`src/core/time_base_pkg.sv`:
```
// constants of the periodic tick timer and buzzer divider block
// assumes one 20 MHz core clock and an AXI4-Lite master with 32-bit data
//
// Behaviour
// - tick on each selected-tap falling edge while enabled
// - enabling never clears the shared divider chain
// - high clock tick taps 2^23 down to 2^9
// - low clock tick taps 2^15 down to 2
// - low-speed modes allow only codes 000, 001
// - one write may set rate and enable
// - buzzer pin drives half-duty square wave, active low
// - buzzer enable, rate share the control register
// - buzzer taps 2^13..2^10 high, 2^5..2^2 low
package time_base_pkg;

   // ----------------------------------------
   // register map
   // ----------------------------------------
   localparam logic [7:0] CTRL_OFFSET   = 8'h00;
   localparam logic [7:0] SRC_OFFSET    = 8'h04;
   localparam logic [7:0] STATUS_OFFSET = 8'h08;
   localparam logic [7:0] MASK_OFFSET   = 8'h0C;

   // ----------------------------------------
   // fields and reset values
   // ----------------------------------------
   localparam int         RATE_LSB      = 0;
   localparam int         TICK_EN_BIT   = 3;
   localparam int         BUZZ_RATE_LSB = 5;
   localparam int         BUZZ_EN_BIT   = 7;
   localparam logic [7:0] CTRL_RESET    = 8'h00;
   localparam logic [7:0] CTRL_WRITABLE = 8'hEF;
   localparam logic       SRC_RESET     = 1'h0;
   localparam logic [1:0] STATUS_RESET  = 2'h0;
   localparam logic [1:0] MASK_RESET    = 2'h0;
   localparam int         ST_TICK       = 0;
   localparam int         ST_MISUSE     = 1;
   localparam logic [2:0] LOW_SPEED_MAX = 3'h1;
   localparam logic [1:0] RESP_OKAY     = 2'h0;
   localparam logic [1:0] RESP_SLVERR   = 2'h2;

   // ----------------------------------------
   // divider chains and tap bit tables, indexed by rate code
   // ----------------------------------------
   localparam int HI_DIV_W = 23;
   localparam int LO_DIV_W = 15;
   localparam logic [7:0][4:0] TICK_HI_BIT = {5'h08, 5'h0A, 5'h0B, 5'h0C, 5'h0D, 5'h0F, 5'h14, 5'h16};
   localparam logic [7:0][4:0] TICK_LO_BIT = {5'h00, 5'h02, 5'h03, 5'h04, 5'h05, 5'h07, 5'h0C, 5'h0E};
   localparam logic [3:0][4:0] BUZZ_HI_BIT = {5'h09, 5'h0A, 5'h0B, 5'h0C};
   localparam logic [3:0][4:0] BUZZ_LO_BIT = {5'h01, 5'h02, 5'h03, 5'h04};

endpackage

```
`src/core/time_base_and_divider_output.sv`:
```
// periodic tick timer with interrupt and buzzer divider output
// assumes sys_clk is the high-frequency clock; low clock arrives on a pin
//
// The implementer's own choices: the AXI4-Lite register port and the register addresses.
`timescale 1ns/1ns
module time_base_and_divider_output
   import time_base_pkg::*;
(
   // clock and reset
   input  wire logic        sys_clk,
   input  wire logic        sys_rst,
   // operating mode and low clock pin
   input  wire logic        lowSpeed,
   input  wire logic        lowFreqClock,
   // axi4-lite write address and data
   input  wire logic [7:0]  awaddr,
   input  wire logic        awvalid,
   output logic             awready,
   input  wire logic [31:0] wdata,
   input  wire logic [3:0]  wstrb,
   input  wire logic        wvalid,
   output logic             wready,
   // axi4-lite write response
   output logic [1:0]       bresp,
   output logic             bvalid,
   input  wire logic        bready,
   // axi4-lite read
   input  wire logic [7:0]  araddr,
   input  wire logic        arvalid,
   output logic             arready,
   output logic [31:0]      rdata,
   output logic [1:0]       rresp,
   output logic             rvalid,
   input  wire logic        rready,
   // interrupt and buzzer pin
   output logic             tickIrq,
   output logic             buzzerOutN
);

   // ----------------------------------------
   // declarations
   // ----------------------------------------
   logic [7:0]          ctrl_q, awAddr_q, arAddr_q;
   logic [3:0]          wStrb_q;
   logic [31:0]         wData_q, rdata_q, readWord;
   logic [2:0]          rate;
   logic [1:0]          status_q, mask_q, bresp_q, rresp_q, statusClr, status_d, buzzRate;
   logic [4:0]          tickIdx, buzzIdx;
   logic [HI_DIV_W-1:0] highDiv_q;
   logic [LO_DIV_W-1:0] lowDiv_q;
   logic                lowSync1_q, lowSync2_q, lowSync3_q, lowStable_q, lowRise;
   logic                src_q, irq_q, buzzerOutN_q, tapPrev_q;
   logic                awHeld_q, wHeld_q, arHeld_q, awHeld_d, wHeld_d, arHeld_d;
   logic                awready_q, wready_q, arready_q, bvalid_q, rvalid_q;
   logic                awTake, wTake, arTake, doWrite, doRead;
   logic                ctrlWrite, srcWrite, statusWrite, maskWrite, wrMapped, rdMapped;
   logic                tickEnable, buzzerEnable, useLow, rateLegal;
   logic                tickTap, buzzTap, tickEvent, misuseEvent;

   assign tickEnable   = ctrl_q[TICK_EN_BIT];
   assign buzzerEnable = ctrl_q[BUZZ_EN_BIT];
   assign rate         = ctrl_q[RATE_LSB +: 3];
   assign buzzRate     = ctrl_q[BUZZ_RATE_LSB +: 2];

   // ----------------------------------------
   // low clock pin synchroniser
   // ----------------------------------------
   always_ff @(posedge sys_clk) begin
      if (sys_rst) begin
         lowSync1_q  <= 1'b0;
         lowSync2_q  <= 1'b0;
         lowSync3_q  <= 1'b0;
         lowStable_q <= 1'b0;
      end else begin
         lowSync1_q <= lowFreqClock;
         lowSync2_q <= lowSync1_q;
         lowSync3_q <= lowSync2_q;
         if (lowSync2_q == lowSync3_q) begin
            lowStable_q <= lowSync3_q;
         end
      end
   end

   assign lowRise = !lowStable_q && lowSync2_q && lowSync3_q;

   // ----------------------------------------
   // free-running divider chains
   // ----------------------------------------
   // never cleared by software, so the first tick may come early
   always_ff @(posedge sys_clk) begin
      if (sys_rst) begin
         highDiv_q <= '0;
         lowDiv_q  <= '0;
      end else begin
         highDiv_q <= highDiv_q + HI_DIV_W'(1);
         if (lowRise) begin
            lowDiv_q <= lowDiv_q + LO_DIV_W'(1);
         end
      end
   end

   // ----------------------------------------
   // tap selection
   // ----------------------------------------
   always_comb begin
      useLow    = src_q || lowSpeed;
      rateLegal = !lowSpeed || (rate <= LOW_SPEED_MAX);
      tickIdx   = useLow ? TICK_LO_BIT[rate] : TICK_HI_BIT[rate];
      buzzIdx   = useLow ? BUZZ_LO_BIT[buzzRate] : BUZZ_HI_BIT[buzzRate];
      tickTap   = useLow ? lowDiv_q[tickIdx[3:0]] : highDiv_q[tickIdx];
      buzzTap   = useLow ? lowDiv_q[buzzIdx[3:0]] : highDiv_q[buzzIdx];
   end

   // ----------------------------------------
   // tick generation
   // ----------------------------------------
   always_ff @(posedge sys_clk) begin
      if (sys_rst) begin
         tapPrev_q <= 1'b0;
      end else begin
         tapPrev_q <= tickTap;
      end
   end

   // illegal low-speed codes give no tick at all
   assign tickEvent = tickEnable && rateLegal && tapPrev_q && !tickTap;

   // ----------------------------------------
   // buzzer pin
   // ----------------------------------------
   // idle level is high so the active-low pin stays quiet
   always_ff @(posedge sys_clk) begin
      if (sys_rst) begin
         buzzerOutN_q <= 1'b1;
      end else begin
         buzzerOutN_q <= buzzerEnable ? !buzzTap : 1'b1;
      end
   end

   // ----------------------------------------
   // axi4-lite handshakes
   // ----------------------------------------
   assign awTake  = awvalid && awready_q;
   assign wTake   = wvalid && wready_q;
   assign arTake  = arvalid && arready_q;
   assign doWrite = awHeld_q && wHeld_q && !bvalid_q;
   assign doRead  = arHeld_q && !rvalid_q;

   always_comb begin
      awHeld_d = doWrite ? 1'b0 : (awTake ? 1'b1 : awHeld_q);
      wHeld_d  = doWrite ? 1'b0 : (wTake ? 1'b1 : wHeld_q);
      arHeld_d = doRead ? 1'b0 : (arTake ? 1'b1 : arHeld_q);
   end

   always_ff @(posedge sys_clk) begin
      if (sys_rst) begin
         awHeld_q  <= 1'b0;
         wHeld_q   <= 1'b0;
         arHeld_q  <= 1'b0;
         awready_q <= 1'b0;
         wready_q  <= 1'b0;
         arready_q <= 1'b0;
      end else begin
         awHeld_q  <= awHeld_d;
         wHeld_q   <= wHeld_d;
         arHeld_q  <= arHeld_d;
         awready_q <= !awHeld_d;
         wready_q  <= !wHeld_d;
         arready_q <= !arHeld_d;
      end
   end

   always_ff @(posedge sys_clk) begin
      if (sys_rst) begin
         awAddr_q <= 8'h00;
         wData_q  <= 32'h0000_0000;
         wStrb_q  <= 4'h0;
         arAddr_q <= 8'h00;
      end else begin
         if (awTake) begin
            awAddr_q <= awaddr;
         end
         if (wTake) begin
            wData_q <= wdata;
            wStrb_q <= wstrb;
         end
         if (arTake) begin
            arAddr_q <= araddr;
         end
      end
   end

   // ----------------------------------------
   // write decode and response
   // ----------------------------------------
   always_comb begin
      ctrlWrite   = doWrite && (awAddr_q[7:2] == CTRL_OFFSET[7:2]);
      srcWrite    = doWrite && (awAddr_q[7:2] == SRC_OFFSET[7:2]);
      statusWrite = doWrite && (awAddr_q[7:2] == STATUS_OFFSET[7:2]);
      maskWrite   = doWrite && (awAddr_q[7:2] == MASK_OFFSET[7:2]);
      wrMapped    = ctrlWrite || srcWrite || statusWrite || maskWrite;
   end

   always_ff @(posedge sys_clk) begin
      if (sys_rst) begin
         bvalid_q <= 1'b0;
         bresp_q  <= RESP_OKAY;
      end else if (doWrite) begin
         bvalid_q <= 1'b1;
         bresp_q  <= wrMapped ? RESP_OKAY : RESP_SLVERR;
      end else if (bready) begin
         bvalid_q <= 1'b0;
      end
   end

   // ----------------------------------------
   // control, source and mask registers
   // ----------------------------------------
   // rate and enable may arrive in the same write
   always_ff @(posedge sys_clk) begin
      if (sys_rst) begin
         ctrl_q <= CTRL_RESET;
         src_q  <= SRC_RESET;
         mask_q <= MASK_RESET;
      end else begin
         if (ctrlWrite && wStrb_q[0]) begin
            ctrl_q <= wData_q[7:0] & CTRL_WRITABLE;
         end
         if (srcWrite && wStrb_q[0]) begin
            src_q <= wData_q[0];
         end
         if (maskWrite && wStrb_q[0]) begin
            mask_q <= wData_q[1:0];
         end
      end
   end

   // ----------------------------------------
   // status and interrupt
   // ----------------------------------------
   // flags a rate change made while the matching output runs
   assign misuseEvent = ctrlWrite && wStrb_q[0] &&
                        ((tickEnable && (wData_q[RATE_LSB +: 3] != rate)) ||
                         (buzzerEnable && (wData_q[BUZZ_RATE_LSB +: 2] != buzzRate)));

   always_comb begin
      statusClr = (statusWrite && wStrb_q[0]) ? wData_q[1:0] : 2'h0;
      status_d  = status_q & ~statusClr;
      // a new event wins over a clear in the same cycle
      status_d[ST_TICK]   = status_d[ST_TICK] | tickEvent;
      status_d[ST_MISUSE] = status_d[ST_MISUSE] | misuseEvent;
   end

   always_ff @(posedge sys_clk) begin
      if (sys_rst) begin
         status_q <= STATUS_RESET;
         irq_q    <= 1'b0;
      end else begin
         status_q <= status_d;
         irq_q    <= |(status_q & mask_q);
      end
   end

   // ----------------------------------------
   // read path
   // ----------------------------------------
   always_comb begin
      readWord = 32'h0000_0000;
      rdMapped = 1'b1;
      if (arAddr_q[7:2] == CTRL_OFFSET[7:2]) begin
         readWord[7:0] = ctrl_q;
      end else if (arAddr_q[7:2] == SRC_OFFSET[7:2]) begin
         readWord[0] = src_q;
      end else if (arAddr_q[7:2] == STATUS_OFFSET[7:2]) begin
         readWord[1:0] = status_q;
      end else if (arAddr_q[7:2] == MASK_OFFSET[7:2]) begin
         readWord[1:0] = mask_q;
      end else begin
         rdMapped = 1'b0;
      end
   end

   always_ff @(posedge sys_clk) begin
      if (sys_rst) begin
         rvalid_q <= 1'b0;
         rdata_q  <= 32'h0000_0000;
         rresp_q  <= RESP_OKAY;
      end else if (doRead) begin
         rvalid_q <= 1'b1;
         rdata_q  <= readWord;
         rresp_q  <= rdMapped ? RESP_OKAY : RESP_SLVERR;
      end else if (rready) begin
         rvalid_q <= 1'b0;
      end
   end

   // ----------------------------------------
   // outputs
   // ----------------------------------------
   assign awready    = awready_q;
   assign wready     = wready_q;
   assign bvalid     = bvalid_q;
   assign bresp      = bresp_q;
   assign arready    = arready_q;
   assign rvalid     = rvalid_q;
   assign rdata      = rdata_q;
   assign rresp      = rresp_q;
   assign tickIrq    = irq_q;
   assign buzzerOutN = buzzerOutN_q;
endmodule

```
`config.mk`:
```
export PLATFORM = sky130hd
export DESIGN_NAME = time_base_and_divider_output
export DESIGN_NICKNAME = d
export VERILOG_FILES = /design/src/core/time_base_pkg.sv /design/src/core/time_base_and_divider_output.sv
export SDC_FILE = /design/constraint.sdc
export NUM_CORES = 1
export LEC_CHECK = 0
export BUFFER_PORTS_ARGS = -buffer_cell sky130_fd_sc_hd__buf_2
export CAP_MARGIN = 10
export CORE_AREA = 4 4 102 104
export CTS_CLUSTER_DIAMETER = 200
export DETAILED_ROUTE_END_ITERATION = 7
export DIE_AREA = 0 0 106 108
export PLACE_DENSITY = 0.73
export SLEW_MARGIN = 20
export SYNTH_ARGS = -nofsm -noshare
export SYNTH_HDL_FRONTEND = slang
export SYNTH_SLANG_ARGS = --single-unit
```
`constraint.sdc`:
```
create_clock -name sys_clk -period 2.1 [get_ports sys_clk]
set_input_delay 0.105 -clock sys_clk [delete_from_list [all_inputs] [get_ports sys_clk]]
set_output_delay 0.105 -clock sys_clk [all_outputs]
set_load 0.1 [all_outputs]
```
## After elaboration in Yosys (flattened, before gate mapping)

Memory sizes are Yosys's and may differ from the RTL's. A register that Yosys moved wholly into a read port is not among the register bits.
Index checks and enable logic that the tools add are counted.

- Register bits: 102
- Bits in read-only memories: 80
- Input port bits: 61
- Output and inout bits: 43
- Logic and storage cells: 142
- Memories kept: 2

Memory list:

| name | depth | bits a word | read ports | clocked after memory_dff | wr ports | RTL line | RTL |
|---|---|---|---|---|---|---|---|
| (no name shown) | 8 | 5 | 1 | 1 | 0 | time_base_and_divider_output.sv:108 | `tickIdx = useLow ? TICK_LO_BIT[rate] : TICK_HI_BIT[rate];` |
| (no name shown) | 8 | 5 | 1 | 1 | 0 | time_base_and_divider_output.sv:108 |  |

- Add/sub/neg operators: 2
- Magnitude comparators: 7
- Eq/ne operators: 9
- Multiplexer cells: 45
- Bitwise logic cells: 6
- Reduce and logical (&&, ||, !) cells: 43

Operator list:

| kind | count |
|---|---|
| $mux 5 | 6 |
| $eq 6x2->1 const B | 4 |
| $add 23x1->23 const B | 1 |
| $logic_and 1x1->1 | 22 |
| $mux 1 | 22 |
| $bmux 5 s2 | 2 |
| $add 15x1->15 const B | 1 |
| $eq 6x1->1 const B | 2 |
| $logic_not 6->1 | 2 |
| $lt 5x6->1 const B | 2 |
| $mux 2 | 6 |
| $mux 3 | 4 |
| $bmux 1 s5 | 2 |
| $lt 4x5->1 const B | 2 |
| $logic_not 1->1 | 9 |
| $bmux 1 s4 | 2 |
| $logic_or 1x1->1 | 6 |
| $mux 6 | 1 |
| $and 2x2->2 | 2 |
| $lt 3x4->1 const B | 1 |
| $reduce_bool 2->1 | 2 |
| $reduce_or 2->1 | 2 |
| $le 3x1->1 const B | 1 |
| $lt 2x3->1 const B | 1 |
| 6 further kinds | 7 |

## Depth between registers and ports, before layout

Gate-level depths: netlist of the first run.

- Depth after elaboration: 9
- Gate-level depth with buffers: 9
- Mapped depth without buffers: 8

## Least setup slack after synthesis of the first run

No wires, ideal clock.

- Kind: register to register
- Start point: register bvalid_q, in the netlist bvalid
- End point: register tickIdx[2] (netlist name)
- Setup time: 127 ps
- Data arrival time: 2257 ps
- Data required time: 1973 ps
- Path slack: -284 ps
- Cell stages (with the launch flop): 9
- Path buffers: 1
- Period minus slack after synthesis: 2384 ps
- Path through: dfxtp_1 nand4b_1 nor4_4 buf_6 mux2i_1 nor2_1 inv_1 ha_1 or3_1

RTL lines:

| what | RTL line | RTL |
|---|---|---|
| from (decl) | time_base_and_divider_output.sv:54 | `logic awready_q, wready_q, arready_q, bvalid_q, rvalid_q;` |
| from (signal assigned) | time_base_and_divider_output.sv:206 | `bvalid_q <= 1'b0;` |
| from (signal assigned) | time_base_and_divider_output.sv:209 | `bvalid_q <= 1'b1;` |
| from (signal assigned) | time_base_and_divider_output.sv:212 | `bvalid_q <= 1'b0;` |

==> flow_summary.toml, run 1 <==
[run_status]
status = "complete, but fails checks"
violations = "setup timing"

[pwr]
p_leak_nw = 2.081
power.density_nw_per_um2 = 696.8
vdd_ir_drop_max_v = 0.0003132

[die]
core_area_um2 = 9549
rows = 36
fp.dieArea_um2 = 11450
die_height_um = 108
initial_core_util_pct = 47.67
fp.dieW_um = 106
io_pins = 104

[route]
drt-total-wl_mm = 9.462
via_per_inst = 5.071
postRouteAntennaNets = 0
num_vias = 3585
firstDrtPassIters = 5
drc = 0
drt_iter0_drc = 216
wl_per_cell_um = 13.38

[placed_design]
dp_hpwl_mm = 6.502
io_buffer_count = 44
pre_cts_ws_ns = 0.01727
gp_congestion = 0.7941

[layout]
diodes = 0
nFillCells = 844
nets = 635
syn_to_final_growth_pct = 17.62
fin_util_pct = 56.07
drive_above_1_share_pct = 17.94

[clock_tree]
cts_sinks = 99
insertion_delay_ns = 0.38
numCtsBuffers = 9
cts.path.max_buffers = 2
tritoncts = "built"
htree_levels = 3
clkTransAtPathRegs_ns = 0.11
clock-root-buffer = "clkbuf_8"

[setup_path]
startpoint_type = "flip-flop"
cp-end-kind = "flip-flop"
cp.arrival_ns = 2.46
crit_fanout = 3
criticalPathCategory = "reg -> reg"
critical_path_required_ns = 2.37

[yosys]
synthCells = 498
synth_ff_type = "dfxtp_1"
synth-edff-count = 0
synth_area_um2 = 4552
synth_seq_area_share_pct = 43.54
yosys-top-cells-count = "dfxtp_1 (99), nor2_1 (70), nand2_1 (41)"
yosysTopAreaCellShare_pct = 43.54
ys_async_sr_fraction_pct = 0
synth_most_common_cell = "dfxtp_1"
yosys_warnings = 0
yosys.area.top_type = "dfxtp_1"
yosysUniqueCellTypes = 44
syn_area_per_cell_um2 = 9.140
ys_seq_elements = 99
synthTopCellsByArea = "dfxtp_1 (44%), mux4_2 (6.9%), nor2_1 (5.8%), buf_4 (4.8%), xor2_1 (4.0%)"

[timing]
holdWs_ns = 0.04934
post-route-period-util_pct = 104.6
rsz0062_at_grt = "yes"
setup_viol = 3
fin_ws_ns = -0.09754
clock.fmax_mhz = 455.1
drv_slew = 0
final.min_clock_period_ns = 2.198
finalHoldViolCount = 0
fin_worst_skew_ns = 0.01407

[global_route]
first_global_vias = 3408
grt_use_total_pct = 16.83
grt_max_degree = 87
overflow = 0
antenna_found_initial = 0
grt_pass1_wl_mm = 15.78

[worst_hold_path]
hold_path_class = "in -> reg"

[job]
max-cap-violations = 0
flip-flops by register name (all words and copies together) (netlist names), 2 cells and up, named ones only:
| signal | cells |
|---|---|
| highDiv_q | 23 |
| lowDiv_q | 15 |
| ctrl_q | 7 |
| rdata | 7 |
| wData_q | 7 |
| arAddr_q | 6 |
| awAddr_q | 6 |
| mask_q | 2 |
| status_q | 2 |
where the power goes:
part           internal (mW)  leakage [nW]  total (mW)  switching, mW
logic                  0.105          1.17       0.472          0.367
clock network          0.583         0.107        1.30          0.719
registers               1.91         0.804        1.96         0.0434
layer usage:
| layer | routed length, um | vias to the layer above | global-route usage [%] |
|---|---|---|---|
| met5 | 0 | - | 0 |
| met4 | 101 | 0 | 6.105 |
| met3 | 484 | 8 | 3.164 |
| met2 | 4454 | 95 | 26.32 |
| met1 | 4421 | 1675 | 23.41 |
| li1 | - | 1807 | - |
what timing repair did:
action                     CTS  global route
pin swaps                    0             6
hold endpoints to repair    23             0
gates resized for setup      1             8
setup endpoints to repair    3             6
hold buffers                23             0
gates cloned                 0             0
buffers inserted             1             5
logic make-up after synthesis:
group                      after synthesis  share of synthesized area [%]
adders and majority gates                5                          1.374
muxes                                   28                          10.01
other                                    1                        0.08238
AOI/OAI and AO/OA                       60                          7.916
DFF                                     99                          43.54
buffers and inverters                   61                          7.587
xor gates and xnor gates                38                          7.312
and+or+nand+nor                        206                          22.18
final cells by class:
class	instances	area (um2)	share of cell area [%]
tap	133	166.4	3.108
inverter	12	45.04	0.8413
timing repair buffer	83	583.1	10.89
clock inverter	7	93.84	1.753
clock buffer	9	123.9	2.314
sequential	99	1989	37.16
multi-input combinational	364	2352	43.94
layout by cell type (no fill, tap or decap), types with 4 or more instances in the layout:
| cell type | count |
|---|---|
| nand3_1 | 33 |
| buf_4 | 15 |
| clkbuf_8 | 9 |
| xnor2_1 | 17 |
| buf_2 | 44 |
| nand2b_1 | 4 |
| and3_1 | 7 |
| xor2_1 | 21 |
| dlygate4sd3_1 | 23 |
| ha_1 | 4 |
| dfxtp_1 | 95 |
| nand2_1 | 41 |
| a22oi_1 | 8 |
| nor3_1 | 10 |
| nand3b_1 | 6 |
| nor2_1 | 70 |
| mux4_2 | 14 |
| nor4_1 | 4 |
| nor2b_1 | 9 |
| conb_1 | 27 |
| o21ai_0 | 7 |
| inv_1 | 11 |
| mux2i_1 | 13 |
| nand4_1 | 4 |
| a21oi_1 | 33 |
metrics by stage:
stage          power, mW  instances  instance area, um2  setup TNS (ns)
3_3_place_gp       2.418        662                4827               0
3_5_place_dp       2.425        662                4827               0
4_1_cts            3.751        702                5286               0
2_1_floorplan      2.398        524                4653        -0.05369
5_1_grt            3.869        707                5354         -0.6305
6_report           3.731        707                5354         -0.2866
final timing paths:
kind | start | endpoint | slack, ns | depth (start not counted)
setup / recovery | awAddr_q[4] | flip-flop | -0.1 | 8
hold / removal | wvalid | wData_q[1] | 0.05 | 3
setup reg to reg | awAddr_q[4] | flip-flop | -0.1 | 8
hold reg to reg | arAddr_q[6] | arAddr_q[6] | 0.46 | 2
worst max-delay path, cell delays in order, from the launching register on:
cell and delay [ns]:
dfxtp_2 0.34, or4_4 0.55, nor4_4 0.32, mux2i_1 0.15
nor2_1 0.21, inv_2 0.09, buf_4 0.14, ha_1 0.18
o2bb2ai_1 0.12
Power figures use the tool's default switching activity.
==> run 2, diff against run 1 <==
- CORE_AREA: 4 4 102 104 -> 4 4 120 122
- DIE_AREA: 0 0 106 108 -> 0 0 124 126
- PLACE_DENSITY: 0.73 -> 0.55
==> run 2 against run 1 <==
Net effect: the flow now finishes without violations; critical path depth decreased by 1; via count shrank 3.7%; die area up 36%; first-iteration DRC count down 25%; global-route usage is 4.2 points lower; cell area shrank 0.96%; core utilization down 16 points.
==> flow_summary.toml, run 2 (synthesized netlist as in run 1, its figures left out) <==
[layout]
layout_commonest_cell = "dfxtp_1"
regMostFlops = "highDiv_q"
nets = 621
reg_top3 = "highDiv_q (23), lowDiv_q (15)"
final_cell_mix = "dfxtp_1 (98), nor2_1 (70), buf_2 (44)"
fin_area_um2 = 5303
nFillCells = 1339
syn_to_final_growth_pct = 16.49
largest_register_ffs = 23
diodes = 0
fin_util_pct = 40.20
drive_above_1_share_pct = 17.32

[die]
fp.dieArea_um2 = 15620
die_height_um = 126
initial_core_util_pct = 34.51
fp.dieW_um = 124
rows = 42
io_pins = 104
core_area_um2 = 13190

[setup_path]
crit_fanout = 3
r2r-end = "tickIdx[2]"
r2r_cells = 7
ff2ff_setup_slack_ns = 0.07
slowest_delay_ns = 0.55
criticalPathCategory = "reg -> reg"
cp.arrival_ns = 2.26
worstReg2RegStart = "awAddr_q[7]"
path_cells = "or4_4, nor4_4, mux2i_1, nor2_1, inv_1, ha_1, or3_1"
startpoint_type = "flip-flop"
crit_slowest_cell = "or4_4"
path_delay_family = "simple AND/OR/NAND/NOR gates"
cp-end-kind = "flip-flop"
critical_path_required_ns = 2.33
crit_buf_inv = 1

[run_status]
status = "finished clean"

[route]
drt_iter0_drc = 163
postRouteAntennaNets = 0
drt-total-wl_mm = 9.453
via_per_inst = 4.692
drc = 0
wl_per_cell_um = 12.84
num_vias = 3453
firstDrtPassIters = 4

[clock_tree]
clkTransAtPathRegs_ns = 0.07
htree_levels = 3
cts_sinks = 99
clock-root-buffer = "clkbuf_16"
insertion_delay_ns = 0.35
tritoncts = "built"
cts.path.max_buffers = 2
numCtsBuffers = 9

[global_route]
antenna_found_initial = 0
overflow = 0
first_global_vias = 3262
grt_use_total_pct = 12.61
grt_pass1_wl_mm = 15.86
grt_max_degree = 60

[timing]
post-route-period-util_pct = 96.62
fin_worst_skew_ns = 0.006812
fin_tns_setup_ns = 0
finalHoldViolCount = 0
setup_viol = 0
rsz0062_at_grt = "yes"
maxSlewHeadroom_pct = 60.85
final.min_clock_period_ns = 2.029
worstMarginPinSlew_ns = 0.5872
clock.fmax_mhz = 492.9
drv_slew = 0

[worst_hold_path]
holdPathStages = 3
min_from = "bready"
hold_path_end = "bvalid"
hold_path_class = "in -> reg"

[placed_design]
dpl_cell_area_um2 = 4891
gp_congestion = 0.7362
dp_hpwl_mm = 6.835
io_buffer_count = 44

[pwr]
power.density_nw_per_um2 = 754.5
p_leak_nw = 2.046
vdd_ir_drop_max_v = 0.0005325

[job]
max-cap-violations = 0
## run 2: changes by cell type in the layout (fill, tap and decap cells not counted), sizes merged
| cell | previous run | this run |
|---|---|---|
| dlygate4sd3 | 23 | 9 |
| clkinv | 2 | 3 |
| clkbuf | 9 | 12 |
| bufinv | 1 | 0 |
| inv | 15 | 12 |
## run 2: worst max path at each step
stage / startpoint / end / slack [ns] / cells past startpoint
floorplan: awAddr_q[7] / tickIdx[2] / -0.03 / 8
global placement: awAddr_q[7] / tickIdx[2] / 0.08 / 7
detailed placement: awAddr_q[7] / flip-flop / 0.03 / 8
CTS: awAddr_q[7] / flip-flop / 0.01 / 8
global route: awAddr_q[7] / tickIdx[2] / -0.08 / 7
finish: awAddr_q[7] / tickIdx[2] / 0.07 / 7
## run 2: metal layers
layer	up-vias	part of all wire [%]	track usage, %	routed length (um)
met1	1609	52	18.37	4882
met2	54	43	18.04	4047
met4	0	1.9	5.219	176
li1	1781	-	-	-
met3	9	3.7	2.601	346
met5	-	0	0	0
## run 2: worst register-to-register path: stages, from the launching register on
cell and delay [ns]:
dfxtp_1 0.31, or4_4 0.55, nor4_4 0.23, mux2i_1 0.14, nor2_1 0.13, inv_1 0.08
ha_1 0.18, or3_1 0.30
## run 2: layout make-up
type	count	area (um2)	share of cell area, %
Clock buffer	12	267.8	5.050
Sequential cell	99	1986	37.45
Clock inverter	4	22.52	0.4247
Timing Repair Buffer	69	430.4	8.117
Multi-Input combinational cell	364	2331	43.96
Inverter	12	45.04	0.8495
Tap cell	176	220.2	4.153
## run 2: metrics by stage
stage / total power [mW] / instances / hold WS [ns] / worst slack [ns]
after floorplan: 2.398 / 524 / 0.2332 / -0.03037
after global placement: 2.427 / 708 / 0.3285 / 0.07675
after detailed placement: 2.433 / 708 / 0.3237 / 0.02682
after CTS: 4.065 / 733 / 0.002206 / 0.01158
after global routing: 4.156 / 736 / 0.01375 / -0.08155
final: 4.001 / 736 / 0.008981 / 0.07107
## run 2: report_power, final
group          switching [mW]  total, mW  leakage, nW  internal, mW
registers              0.0438       1.96        0.803          1.91
logic                   0.362      0.445         1.10        0.0831
clock network           0.695       1.60        0.143         0.902
total                    1.10       4.00         2.05          2.90
## run 2: what timing repair did
item / 4_1_cts / 5_1_grt
setup buffers: 0 / 3
endpoints found under the setup margin: 0 / 3
resized for setup: 0 / 2
hold buffers: 9 / 0
endpoints found under the hold margin: 9 / 0
==> run 3, diff against run 2 <==
==> constraint.sdc (replaced) <==
create_clock -name sys_clk -period 2.1 [get_ports sys_clk]
set_input_delay 0.21 -clock sys_clk [delete_from_list [all_inputs] [get_ports sys_clk]]
set_output_delay 0.21 -clock sys_clk [all_outputs]
set_load 0.1 [all_outputs]
==> run 3 against run 2 <==
Net effect: the run now ends with setup timing left; die area stayed put; register-to-register slack worse by 0.15 ns; worst setup slack worse by 0.15 ns; core utilization is 0.32 points lower; sequential power hardly changed; cell area is 0.80% lower; clock power is 3% higher; fmax is 6.8% lower; first-iteration DRC count is 20% higher; wire length is 1.9% lower; highest routed layer unchanged.
==> flow_summary.toml, run 3 (synthesized netlist as in run 1, its figures left out) <==
[layout]
regMostFlops = "highDiv_q"
nets = 614
fin_util_pct = 39.88
drive_above_1_share_pct = 18.08
multi_input_area_um2 = 2344
layout_commonest_cell = "dfxtp_1"
diodes = 0
register_area_um2 = 1987
fin_area_um2 = 5260
final_cell_mix = "dfxtp_1 (97), nor2_1 (70), buf_2 (44)"
reg_top3 = "highDiv_q (23), lowDiv_q (15)"
syn_to_final_growth_pct = 15.56
nFillCells = 1363
largest_register_ffs = 23

[route]
drt_iter0_drc = 196
num_vias = 3420
via_per_inst = 4.691
wl_per_cell_um = 12.72
drc = 0
postRouteAntennaNets = 0
firstDrtPassIters = 4
drt-total-wl_mm = 9.276

[clock_tree]
cts.path.max_buffers = 2
numCtsBuffers = 9
htree_levels = 3
insertion_delay_ns = 0.35
holdBufCountCts = 0
clkTransAtPathRegs_ns = 0.06
tritoncts = "built"
clock-root-buffer = "clkbuf_16"
cts_sinks = 99

[placed_design]
dpl_cell_area_um2 = 4896
gp_congestion = 0.7357
io_buffer_count = 44
dp_hpwl_mm = 6.636

[timing]
fin_worst_skew_ns = 0.003701
fin_ws_ns = -0.07812
final.min_clock_period_ns = 2.178
finalHoldViolCount = 0
rsz0062_at_grt = "yes"
drv_slew = 0
setup_viol = 3
clock.fmax_mhz = 459.1
post-route-period-util_pct = 103.7

[pwr]
vdd_ir_drop_max_v = 0.0003829
p_leak_nw = 2.018
power.density_nw_per_um2 = 767.3

[global_route]
antenna_found_initial = 0
first_global_vias = 3262
grt_use_total_pct = 12.49
overflow = 0
grt_max_degree = 98
grt_pass1_wl_mm = 15.73

[die]
die_height_um = 126
io_pins = 104
fp.dieW_um = 124
rows = 42
initial_core_util_pct = 34.51
core_area_um2 = 13190
fp.dieArea_um2 = 15620

[setup_path]
startpoint_type = "flip-flop"
cp.arrival_ns = 2.41
critical_path_required_ns = 2.33
cp-end-kind = "flip-flop"
criticalPathCategory = "reg -> reg"
crit_fanout = 3
slowest_delay_ns = 0.56
crit_slowest_cell = "or4_4"
crit_buf_inv = 1
path_delay_family = "simple AND/OR/NAND/NOR gates"
path_cells = "or4_4, nor4_4, mux2i_1, nor2_1, inv_1, ha_1, or3_1"

[worst_hold_path]
hold_path_class = "in -> reg"

[job]
max-cap-violations = 0

[run_status]
violations = "setup timing"
status = "complete, but fails checks"
## run 3: cell types whose count changed in the layout (fill, tap and decap cells not counted), sizes merged
cell / previous run / this run
buf: 60 / 62
bufinv: 0 / 1
clkinv: 3 / 1
clkinvlp: 1 / 2
dlygate4sd3: 9 / 0
## run 3: per-stage QoR
stage | hold slack, ns | power, mW | setup WS (ns) | std cells | TNS, ns
4_1_cts | 0.05495 | 4.084 | 0.009214 | 725 | 0
3_5_place_dp | 0.4246 | 2.429 | -0.006104 | 707 | -0.01010
2_1_floorplan | 0.3382 | 2.398 | -0.03037 | 524 | -0.05369
3_3_place_gp | 0.4346 | 2.425 | 0.05785 | 707 | 0
5_1_grt | 0.08276 | 4.200 | -0.1715 | 729 | -0.4751
6_report | 0.06967 | 4.036 | -0.07812 | 729 | -0.2201
## run 3: per-layer routing
| layer | vias up | share of wire [%] | global-route usage, % |
|---|---|---|---|
| met4 | 0 | 2.1 | 5.799 |
| met3 | 14 | 4.9 | 2.063 |
| met2 | 73 | 42 | 17.66 |
| met1 | 1562 | 51 | 18.44 |
| met5 | - | 0 | 0 |
| li1 | 1771 | - | - |
## run 3: path summary, 6_finish.rpt
check                             startpoint         end  slack (ns)  cells after the start
worst max register to register   awAddr_q[4]  tickIdx[2]       -0.08                      7
worst min-delay path            lowFreqClock  lowSync1_q        0.07                      2
worst min register to register    lowSync1_q  lowSync2_q        0.45                      1
worst max-delay path             awAddr_q[4]  tickIdx[2]       -0.08                      7
## run 3: timing repair
item	CTS	global route
endpoints found under the setup margin	2	7
gates resized for setup	0	5
buffers inserted	2	5
pin swaps	0	4
gates cloned	0	0
## run 3: power breakdown
group / leakage (nW) / switching, mW / internal, mW
registers: 0.804 / 0.0433 / 1.91
clock network: 0.139 / 0.691 / 0.954
logic: 1.08 / 0.359 / 0.0737
## run 3: cell type report
| cell class | instances | area share [%] |
|---|---|---|
| multi-input cells | 364 | 44.55 |
| clock buffers | 12 | 4.686 |
| repair buffers | 62 | 6.993 |
| inverters | 12 | 0.8563 |
| clock inverters | 4 | 0.9515 |
| flip-flops and latches | 99 | 37.77 |
| well taps | 176 | 4.186 |
